### src/hdl/sspric_defs.vh
// Register map, field positions, reset values and source codes of the status select block.
// Assumes nothing; definitions only.
`ifndef SSPRIC_DEFS_VH
`define SSPRIC_DEFS_VH

// Register indices and byte addresses
`define SSPRIC_IDX_STAT2 8'h1c
`define SSPRIC_IDX_REFCTL 8'h1d
`define SSPRIC_ADDR_STAT2 12'h070
`define SSPRIC_ADDR_REFCTL 12'h074
`define SSPRIC_ADDR_INT_STATUS 12'h080
`define SSPRIC_ADDR_INT_ENABLE 12'h084
`define SSPRIC_ADDR_INT_CLEAR 12'h088
`define SSPRIC_ADDR_TEST_CTL 12'h08c
`define SSPRIC_ADDR_LIVE 12'h090

// Field positions
`define SSPRIC_SEL_HI 7
`define SSPRIC_SEL_LO 4
`define SSPRIC_POL_BIT 3
`define SSPRIC_BYP_BIT 7

// Reset values and write masks
`define SSPRIC_STAT2_RESET 8'h28
`define SSPRIC_REFCTL_RESET 8'h06
`define SSPRIC_REFCTL_WMASK 8'hbf
`define SSPRIC_STAT2_WMASK 8'hf8

// Source codes
`define SSPRIC_SRC_LOS_PRI 4'h0
`define SSPRIC_SRC_LOS_SEC 4'h1
`define SSPRIC_SRC_LOL1 4'h2
`define SSPRIC_SRC_RDIV1 4'h3
`define SSPRIC_SRC_NDIV1 4'h4
`define SSPRIC_SRC_LOL2 4'h5
`define SSPRIC_SRC_RDIV2 4'h6
`define SSPRIC_SRC_NDIV2 4'h7
`define SSPRIC_SRC_CAL1 4'h8
`define SSPRIC_SRC_CAL2 4'h9
`define SSPRIC_SRC_COMBINED_INTERRUPT_INDICATION 4'ha
`define SSPRIC_SRC_MDIV1 4'hb
`define SSPRIC_SRC_MDIV2 4'hc
`define SSPRIC_SRC_NVM 4'hd
`define SSPRIC_SRC_SW1 4'he
`define SSPRIC_SRC_SW2 4'hf

// AXI responses and event count
`define SSPRIC_RESP_OKAY 2'b00
`define SSPRIC_RESP_SLVERR 2'b10
`define SSPRIC_NUM_EVT 6

`endif

### src/hdl/sspric_top.v
// Status pin source select and reference input configuration with an AXI4-Lite slave.
// Assumes indicator inputs are asynchronous to core_clk; divider inputs are already divided by two.
// Operation
// - Four-bit source select in bits 7:4, reset 0x2 selects first PLL lock loss.
// - Codes 0x0 and 0x1 route primary and secondary loss of signal.
// - Codes 0x2 and 0x5 route first and second PLL loss of lock.
// - Codes 0x3 and 0x6 route R divider halves, valid when R not bypassed.
// - Codes 0x4 and 0x7 route N divider outputs divided by two.
// - Codes 0xB and 0xC route M divider halves, valid when M not bypassed.
// - Codes 0x8 and 0x9 show VCO calibration in progress per PLL.
// - Codes 0xE and 0xF show secondary to primary switchback per PLL.
// - Polarity bit 3, reset one, selects active high; cleared means active low.
// - Active test configuration overrides source and polarity on the pin.
// - Detector bypass bit 7 makes state machines treat both inputs valid.
// - Bypass leaves interrupt flags and status pin on real detector results.
// - Bit 5, reset zero, enables secondary 50 ohm termination to ground.
// - Bit 4, reset zero, enables primary 50 ohm termination to ground.
// - Bit 3, reset zero, enables secondary 100 ohm differential termination.
// - Bit 2, reset one, enables primary 100 ohm differential termination.
// - Bit 1, reset one, enables secondary AC coupling input bias.
// - Bit 0, reset zero, enables primary AC coupling input bias.
`timescale 1ns/1ps
`default_nettype none
`include "sspric_defs.vh"

module sspric_top (
	// Clock and reset
	input wire core_clk,
	input wire rst_n,
	// AXI4-Lite write address
	input wire [11:0] s_axi_awaddr,
	input wire s_axi_awvalid,
	output reg s_axi_awready,
	// AXI4-Lite write data
	input wire [31:0] s_axi_wdata,
	input wire [3:0] s_axi_wstrb,
	input wire s_axi_wvalid,
	output reg s_axi_wready,
	// AXI4-Lite write response
	output reg [1:0] s_axi_bresp,
	output reg s_axi_bvalid,
	input wire s_axi_bready,
	// AXI4-Lite read address
	input wire [11:0] s_axi_araddr,
	input wire s_axi_arvalid,
	output reg s_axi_arready,
	// AXI4-Lite read data
	output reg [31:0] s_axi_rdata,
	output reg [1:0] s_axi_rresp,
	output reg s_axi_rvalid,
	input wire s_axi_rready,
	// Indicators from the clock core, asynchronous
	input wire primary_loss_of_signal_flag,
	input wire secondary_loss_of_signal_flag,
	input wire pll1_loss_of_lock_flag,
	input wire pll2_loss_of_lock_flag,
	input wire pll1_vco_cal_active,
	input wire pll2_vco_cal_active,
	input wire pll1_switchback,
	input wire pll2_switchback,
	input wire nvm_busy,
	// Divider outputs already divided by two, and bypass states
	input wire pll1_r_div_half,
	input wire pll2_r_div_half,
	input wire pll1_n_div_half,
	input wire pll2_n_div_half,
	input wire pll1_m_div_half,
	input wire pll2_m_div_half,
	input wire pll1_r_bypassed,
	input wire pll2_r_bypassed,
	input wire pll1_m_bypassed,
	input wire pll2_m_bypassed,
	// Pin and analog controls
	output reg second_status_pin,
	output reg primary_input_valid,
	output reg secondary_input_valid,
	output reg secondary_ground_termination_enable,
	output reg primary_ground_termination_enable,
	output reg secondary_diff_termination_enable,
	output reg primary_diff_termination_enable,
	output reg secondary_ac_bias_enable,
	output reg primary_ac_bias_enable,
	output reg combined_interrupt_indication
);

////////////////////////////////////////////////////////////////////////////////
// Reset release

reg [1:0] rst_sync;
wire rst_core_n = rst_sync[1];

always @(posedge core_clk or negedge rst_n) begin
	if (!rst_n) begin
		rst_sync <= 2'b00;
	end else begin
		rst_sync <= {rst_sync[0], 1'b1};
	end
end

////////////////////////////////////////////////////////////////////////////////
// Input synchronisers: three stages, change taken when stages two and three agree

localparam NIN = 19;
wire [NIN-1:0] raw_in = {pll2_m_bypassed, pll1_m_bypassed, pll2_r_bypassed, pll1_r_bypassed,
	pll2_m_div_half, pll1_m_div_half, pll2_n_div_half, pll1_n_div_half,
	pll2_r_div_half, pll1_r_div_half, nvm_busy, pll2_switchback, pll1_switchback,
	pll2_vco_cal_active, pll1_vco_cal_active, pll2_loss_of_lock_flag,
	pll1_loss_of_lock_flag, secondary_loss_of_signal_flag, primary_loss_of_signal_flag};
reg [NIN-1:0] sync1;
reg [NIN-1:0] sync2;
reg [NIN-1:0] sync3;
reg [NIN-1:0] clean;

genvar gi;
generate
	for (gi = 0; gi < NIN; gi = gi + 1) begin : g_sync
		always @(posedge core_clk or negedge rst_core_n) begin
			if (!rst_core_n) begin
				sync1[gi] <= 1'b0;
				sync2[gi] <= 1'b0;
				sync3[gi] <= 1'b0;
				clean[gi] <= 1'b0;
			end else begin
				sync1[gi] <= raw_in[gi];
				sync2[gi] <= sync1[gi];
				sync3[gi] <= sync2[gi];
				if (sync2[gi] == sync3[gi]) begin
					clean[gi] <= sync3[gi];
				end
			end
		end
	end
endgenerate

wire los_pri = clean[0];
wire los_sec = clean[1];
wire lol1 = clean[2];
wire lol2 = clean[3];
wire cal1 = clean[4];
wire cal2 = clean[5];
wire sw1 = clean[6];
wire sw2 = clean[7];
wire nvm = clean[8];
wire rdiv1 = clean[9];
wire rdiv2 = clean[10];
wire ndiv1 = clean[11];
wire ndiv2 = clean[12];
wire mdiv1 = clean[13];
wire mdiv2 = clean[14];
wire rbyp1 = clean[15];
wire rbyp2 = clean[16];
wire mbyp1 = clean[17];
wire mbyp2 = clean[18];

////////////////////////////////////////////////////////////////////////////////
// Registers

reg [7:0] stat2_cfg;
reg [7:0] ref_ctl;
reg [5:0] int_status;
reg [5:0] int_enable;
reg [2:0] test_ctl;
reg [5:0] evt_prev;

// Events: rising edges of the real detector, lock and switchback results
wire [5:0] evt_level = {sw2, sw1, lol2, lol1, los_sec, los_pri};
wire [5:0] evt_pulse = evt_level & ~evt_prev;

// Write handshake: address and data taken in either order
reg aw_held;
reg w_held;
reg [11:0] aw_addr;
reg [31:0] w_data;
reg [3:0] w_strb;
wire wr_go = aw_held && w_held && !s_axi_bvalid;
wire wr_lane0 = wr_go && w_strb[0];
wire [5:0] int_clear = (wr_lane0 && aw_addr == `SSPRIC_ADDR_INT_CLEAR) ? w_data[5:0] : 6'h00;
wire wr_known = (aw_addr == `SSPRIC_ADDR_STAT2) || (aw_addr == `SSPRIC_ADDR_REFCTL) ||
	(aw_addr == `SSPRIC_ADDR_INT_ENABLE) || (aw_addr == `SSPRIC_ADDR_INT_CLEAR) ||
	(aw_addr == `SSPRIC_ADDR_TEST_CTL);

always @(posedge core_clk or negedge rst_core_n) begin
	if (!rst_core_n) begin
		aw_held <= 1'b0;
		w_held <= 1'b0;
		aw_addr <= 12'h000;
		w_data <= 32'h00000000;
		w_strb <= 4'h0;
		s_axi_awready <= 1'b0;
		s_axi_wready <= 1'b0;
		s_axi_bvalid <= 1'b0;
		s_axi_bresp <= `SSPRIC_RESP_OKAY;
		stat2_cfg <= `SSPRIC_STAT2_RESET;
		ref_ctl <= `SSPRIC_REFCTL_RESET;
		int_status <= 6'h00;
		int_enable <= 6'h00;
		test_ctl <= 3'h0;
		evt_prev <= 6'h00;
	end else begin
		evt_prev <= evt_level;
		// Set wins over a clear in the same cycle
		int_status <= (int_status & ~int_clear) | evt_pulse;
		s_axi_awready <= !aw_held && !s_axi_awready && s_axi_awvalid;
		s_axi_wready <= !w_held && !s_axi_wready && s_axi_wvalid;
		if (s_axi_awvalid && s_axi_awready) begin
			aw_held <= 1'b1;
			aw_addr <= s_axi_awaddr;
		end
		if (s_axi_wvalid && s_axi_wready) begin
			w_held <= 1'b1;
			w_data <= s_axi_wdata;
			w_strb <= s_axi_wstrb;
		end
		if (wr_go) begin
			aw_held <= 1'b0;
			w_held <= 1'b0;
			s_axi_bvalid <= 1'b1;
			s_axi_bresp <= wr_known ? `SSPRIC_RESP_OKAY : `SSPRIC_RESP_SLVERR;
			if (wr_lane0) begin
				case (aw_addr)
					`SSPRIC_ADDR_STAT2: begin
						stat2_cfg <= w_data[7:0] & `SSPRIC_STAT2_WMASK;
					end
					`SSPRIC_ADDR_REFCTL: begin
						ref_ctl <= w_data[7:0] & `SSPRIC_REFCTL_WMASK;
					end
					`SSPRIC_ADDR_INT_ENABLE: begin
						int_enable <= w_data[5:0];
					end
					`SSPRIC_ADDR_TEST_CTL: begin
						test_ctl <= w_data[2:0];
					end
					default: begin
					end
				endcase
			end
		end else if (s_axi_bvalid && s_axi_bready) begin
			s_axi_bvalid <= 1'b0;
		end
	end
end

////////////////////////////////////////////////////////////////////////////////
// Read channel: one cycle from address taken to data valid

reg [31:0] rd_word;
reg rd_known;

always @* begin
	rd_word = 32'h00000000;
	rd_known = 1'b1;
	case (s_axi_araddr)
		`SSPRIC_ADDR_STAT2: rd_word[7:0] = stat2_cfg;
		`SSPRIC_ADDR_REFCTL: rd_word[7:0] = ref_ctl;
		`SSPRIC_ADDR_INT_STATUS: rd_word[5:0] = int_status;
		`SSPRIC_ADDR_INT_ENABLE: rd_word[5:0] = int_enable;
		`SSPRIC_ADDR_INT_CLEAR: rd_word = 32'h00000000;
		`SSPRIC_ADDR_TEST_CTL: rd_word[2:0] = test_ctl;
		`SSPRIC_ADDR_LIVE: rd_word[8:0] = {nvm, sw2, sw1, cal2, cal1, lol2, lol1, los_sec, los_pri};
		default: rd_known = 1'b0;
	endcase
end

always @(posedge core_clk or negedge rst_core_n) begin
	if (!rst_core_n) begin
		s_axi_arready <= 1'b0;
		s_axi_rvalid <= 1'b0;
		s_axi_rdata <= 32'h00000000;
		s_axi_rresp <= `SSPRIC_RESP_OKAY;
	end else begin
		s_axi_arready <= s_axi_arvalid && !s_axi_arready && !s_axi_rvalid;
		if (s_axi_arvalid && s_axi_arready) begin
			s_axi_rvalid <= 1'b1;
			s_axi_rdata <= rd_word;
			s_axi_rresp <= rd_known ? `SSPRIC_RESP_OKAY : `SSPRIC_RESP_SLVERR;
		end else if (s_axi_rvalid && s_axi_rready) begin
			s_axi_rvalid <= 1'b0;
		end
	end
end

////////////////////////////////////////////////////////////////////////////////
// Status pin source mux, polarity, test override

wire [3:0] src_sel = stat2_cfg[`SSPRIC_SEL_HI:`SSPRIC_SEL_LO];
wire any_int = |(int_status & int_enable);
reg src_bit;

always @* begin
	case (src_sel)
		`SSPRIC_SRC_LOS_PRI: begin
			src_bit = los_pri;
		end
		`SSPRIC_SRC_LOS_SEC: begin
			src_bit = los_sec;
		end
		`SSPRIC_SRC_LOL1: begin
			src_bit = lol1;
		end
		`SSPRIC_SRC_LOL2: begin
			src_bit = lol2;
		end
		// Undefined while bypassed, so held low rather than passing junk
		`SSPRIC_SRC_RDIV1: begin
			src_bit = rdiv1 & ~rbyp1;
		end
		`SSPRIC_SRC_RDIV2: begin
			src_bit = rdiv2 & ~rbyp2;
		end
		`SSPRIC_SRC_NDIV1: begin
			src_bit = ndiv1;
		end
		`SSPRIC_SRC_NDIV2: begin
			src_bit = ndiv2;
		end
		`SSPRIC_SRC_MDIV1: begin
			src_bit = mdiv1 & ~mbyp1;
		end
		`SSPRIC_SRC_MDIV2: begin
			src_bit = mdiv2 & ~mbyp2;
		end
		`SSPRIC_SRC_CAL1: begin
			src_bit = cal1;
		end
		`SSPRIC_SRC_CAL2: begin
			src_bit = cal2;
		end
		`SSPRIC_SRC_SW1: begin
			src_bit = sw1;
		end
		`SSPRIC_SRC_SW2: begin
			src_bit = sw2;
		end
		`SSPRIC_SRC_COMBINED_INTERRUPT_INDICATION: begin
			src_bit = any_int;
		end
		`SSPRIC_SRC_NVM: begin
			src_bit = nvm;
		end
		default: begin
			src_bit = 1'b0;
		end
	endcase
end

// Test bit 2 enables override; bit 0 is the forced level
wire pin_next = test_ctl[2] ? test_ctl[0] :
	(stat2_cfg[`SSPRIC_POL_BIT] ? src_bit : ~src_bit);

always @(posedge core_clk or negedge rst_core_n) begin
	if (!rst_core_n) begin
		second_status_pin <= 1'b0;
		primary_input_valid <= 1'b0;
		secondary_input_valid <= 1'b0;
		secondary_ground_termination_enable <= 1'b0;
		primary_ground_termination_enable <= 1'b0;
		secondary_diff_termination_enable <= 1'b0;
		primary_diff_termination_enable <= 1'b1;
		secondary_ac_bias_enable <= 1'b1;
		primary_ac_bias_enable <= 1'b0;
		combined_interrupt_indication <= 1'b0;
	end else begin
		second_status_pin <= pin_next;
		// Bypass reaches only the state machine view, not flags or pin
		primary_input_valid <= ref_ctl[`SSPRIC_BYP_BIT] | ~los_pri;
		secondary_input_valid <= ref_ctl[`SSPRIC_BYP_BIT] | ~los_sec;
		secondary_ground_termination_enable <= ref_ctl[5];
		primary_ground_termination_enable <= ref_ctl[4];
		secondary_diff_termination_enable <= ref_ctl[3];
		primary_diff_termination_enable <= ref_ctl[2];
		secondary_ac_bias_enable <= ref_ctl[1];
		primary_ac_bias_enable <= ref_ctl[0];
		combined_interrupt_indication <= any_int;
	end
end

endmodule // sspric_top

`default_nettype wire

### config.mk
export PLATFORM = sky130hd
export DESIGN_NAME = sspric_top
export DESIGN_NICKNAME = d
export VERILOG_FILES = /design/src/hdl/sspric_top.v
export VERILOG_INCLUDE_DIRS = /design/src /design/src/hdl
export SDC_FILE = /design/constraint.sdc
export NUM_CORES = 1
export LEC_CHECK = 0
export ABC_AREA = 0
export BUFFER_PORTS_ARGS = -buffer_cell sky130_fd_sc_hd__buf_2
export CAP_MARGIN = 20
export CORE_ASPECT_RATIO = 1.75
export CORE_MARGIN = 2
export CORE_UTILIZATION = 53
export DETAILED_ROUTE_END_ITERATION = 8
export PLACE_DENSITY_LB_ADDON = 0.05
export SETUP_SLACK_MARGIN = 0.2
export SYNTH_ARGS = -nofsm -noshare
export SYNTH_HDL_FRONTEND = slang
export SYNTH_SLANG_ARGS = --single-unit
### constraint.sdc
create_clock -name core_clk -period 6.6 [get_ports core_clk]
set_input_delay 1.32 -clock core_clk [delete_from_list [all_inputs] [get_ports core_clk]]
set_output_delay 1.32 -clock core_clk [all_outputs]
set_load 0.05 [all_outputs]
==> reports/metrics.csv <==
metric;value;unit
finalCriticalPeriod;2.71;ns
dp.cells;620;
max-cap-violations;0;
wirelength;11000;µm
die_h;144;µm
layout_setup_ws;3.89;ns
seqPwrFrac;49.4;%
ff2ff_path_depth;5;
grt_pass1_wl;17900;µm
finClkSkew;0.00645;ns
vias;3433;
p_total;2.45;mW
die_w;84.2;µm
tightest_slew;0.940;ns
drive_gt1_share;33.8;%
cts_num_sinks;160;
r2r-start;aw_addr[4]$_DFFE_PN0P_;
initial_core_util;54.1;%
worstHoldPathType;reg2reg;
grt_max_degree;84;
synth-xor-area-share;0;%
slew-limit-headroom;37.4;%
p_int;1.82;mW
finalCritPeriodShare;41.0;%
nNetsFinal;594;
p_leak;3.23;nW
fin_util;63.7;%
yosys-top-cells-area;dfrtp_1, mux2_2, buf_4;
overflow;0;
p_sw;0.627;mW
yosysTopAreaCell;dfrtp_1;
ir_drop;237;µV
whs_endpoint;sync2[9]$_DFF_PN0_;
r2r_setup_slack;4.28;ns
outcome;completed;
grt_pass1_vias;3574;
cts_tree;built;
clockRootBuffer;clkbuf_16;
finalHoldWorstSlack;0.347;ns
synthSimpleGateAreaFrac;8.24;%
ys_warn_count;0;
synthTopCellsByCount;dfrtp_1, mux2_2, buf_4;
antenna_found_initial;0;
wl_per_cell;16.8;µm
synth_top_area_share;64.6;%
hp-start;sync1[9]$_DFF_PN0_;
cts_hold_buf;0;
swShare;25.6;%
crit_path_start_kind;primary input;
synth_cell_type_count;55;
synth_edf_count;0;
critPathCaptureType;flop;
required;6.93;ns
async_flop_share;100;%
grt_use_total;19.2;%
dpl.hpwl;7610;µm
h-tree-depth;4;
synth-compound-area-share;6.48;%
portBuffers;84;
path_max_fanout;9;
drc;0;
arrival;3.04;ns
drtAntennaViolNets;0;
synthMuxAreaShare;10.0;%
fin_cells;653;
globalplace.congestion;0.825;
clk_pin_slew;0.06;ns
rsz0062_at_grt;false;
pwr-share-clk;39.8;%
powerDensity;348;nW/µm²
std_cell_rows;51;
cts_setup_buffers;0;
die_area;12200;µm²
first_iter_violations;184;
netlist_area;5970;µm²
ioPinCount;137;
ys_seq_area_share;67.2;%
place_area;6410;µm²
numCtsBuffers;17;
fin_tns_setup;0;ns
syn_inst;417;
max_freq;369;MHz
power_frac_comb;10.7;%
routed_via_density;5.26;
hold_violations;0;
synth_top_family_by_area;multiplexers;
setup_violations;0;
avgSynthCellArea;14.3;µm²
ys_ff_latch;160;
clkLatencyLatePin;0.41;ns
ctsLongestPathBuffers;2;
synthAdderAreaFrac;3.19;%
slew_violations;0;
timing.rr.end;int_status[0]$_DFF_PN0_;
synth.most_common_cell;dfrtp_1;
fin_area;7030;µm²
hold_path_depth;0;
areaGrowthSynthToFinish;17.8;%
antenna_cells;0;
place_ws;3.43;ns
cts_resized;0;
dr.pass1.iters;4;
crit_type;in2reg;
synth_ff_type;dfrtp_1;
core;11000;µm²
## metal layers
metal	vias to the layer above	share of wire [%]	GRT usage, %
met5	-	0	0
met1	1705	39	22.3
li1	1608	-	-
met4	0	2.4	8.15
met2	101	54	33.5
met3	19	4.8	5.19
## kinds of logic (layout without fill, tap and decap cells)
| group | Yosys count | count (layout) |
|---|---|---|
| AOI/OAI and AO/OA | 57 | 57 |
| adders and majority gates | 19 | 19 |
| buffers and inverters | 48 | 128 |
| DFF | 160 | 160 |
| muxes | 54 | 54 |
| other | 2 | 26 |
| and+or+nand+nor | 77 | 77 |
## how the worst max path moves through the flow
stage	startpoint	end	cells past startpoint
after floorplan	rst_sync[1]$_DFF_PN0_	aw_addr[0]$_DFFE_PN0P_	0
after global placement	s_axi_araddr[11]	s_axi_rdata[1]$_DFFE_PN0P_	6
after detailed placement	s_axi_araddr[11]	s_axi_rdata[1]$_DFFE_PN0P_	6
after CTS	s_axi_araddr[11]	s_axi_rdata[1]$_DFFE_PN0P_	6
after global routing	s_axi_araddr[11]	s_axi_rdata[4]$_DFFE_PN0P_	6
final	s_axi_araddr[11]	s_axi_rdata[4]$_DFFE_PN0P_	6
## layout by cell type (no fill, tap or decap), types with 2 or more instances in the layout
master      instances
dfrtp_1           153
buf_2              84
mux2_2             46
conb_1             26
nand2_1            25
maj3_1             19
clkbuf_16          17
o21ai_0            12
inv_1              10
a22oi_1            10
mux2i_1             8
nor3b_1             7
a21oi_1             7
nor2_1              6
a22o_1              6
dfstp_2             6
o21ai_1             5
nand3_1             4
nand2b_1            4
clkbuf_1            4
clkinvlp_4          4
nor2b_1             3
a31oi_1             3
and4b_1             3
bufinv_16           3
and3b_1             2
nor4b_2             2
nand4b_1            2
nand3b_1            2
nor3_1              2
o22ai_1             2
clkinv_2            2
## state kept, by name, summed over array words and instances, names as in the netlist, 2 cells and up
name	count
sync1	19
int_enable	6
aw_addr	12
stat2_cfg	5
s_axi_rdata	9
rst_sync	2
evt_prev	6
w_data	8
ref_ctl	7
sync3	19
sync2	19
test_ctl	3
int_status	6
## power groups by stage
stage	Combinational [mW]	Clock (mW)	Sequential, mW
after floorplan	0.177	0	1.23
after global placement	0.257	0	1.22
after detailed placement	0.263	0	1.23
after CTS	0.264	0.992	1.21
after global routing	0.288	1.03	1.23
final	0.262	0.974	1.21
## final cells by class
| class | count | area (µm²) |
|---|---|---|
| inverters | 10 | 37.5 |
| flip-flops and latches | 160 | 4020 |
| fillers | 873 | 4010 |
| clock buffers | 22 | 454 |
| repair buffers | 86 | 455 |
| well taps | 132 | 165 |
| multi-input cells | 233 | 1760 |
| clock inverters | 10 | 139 |
## worst max-delay path, stage by stage
cell and delay (ns):
buf_2 0.09, or4_4 0.54, nor4_4 0.38, and4b_1 0.42, a22oi_1 0.14, o21ai_1 0.14
Note: power is estimated with default switching activity, not from simulation.
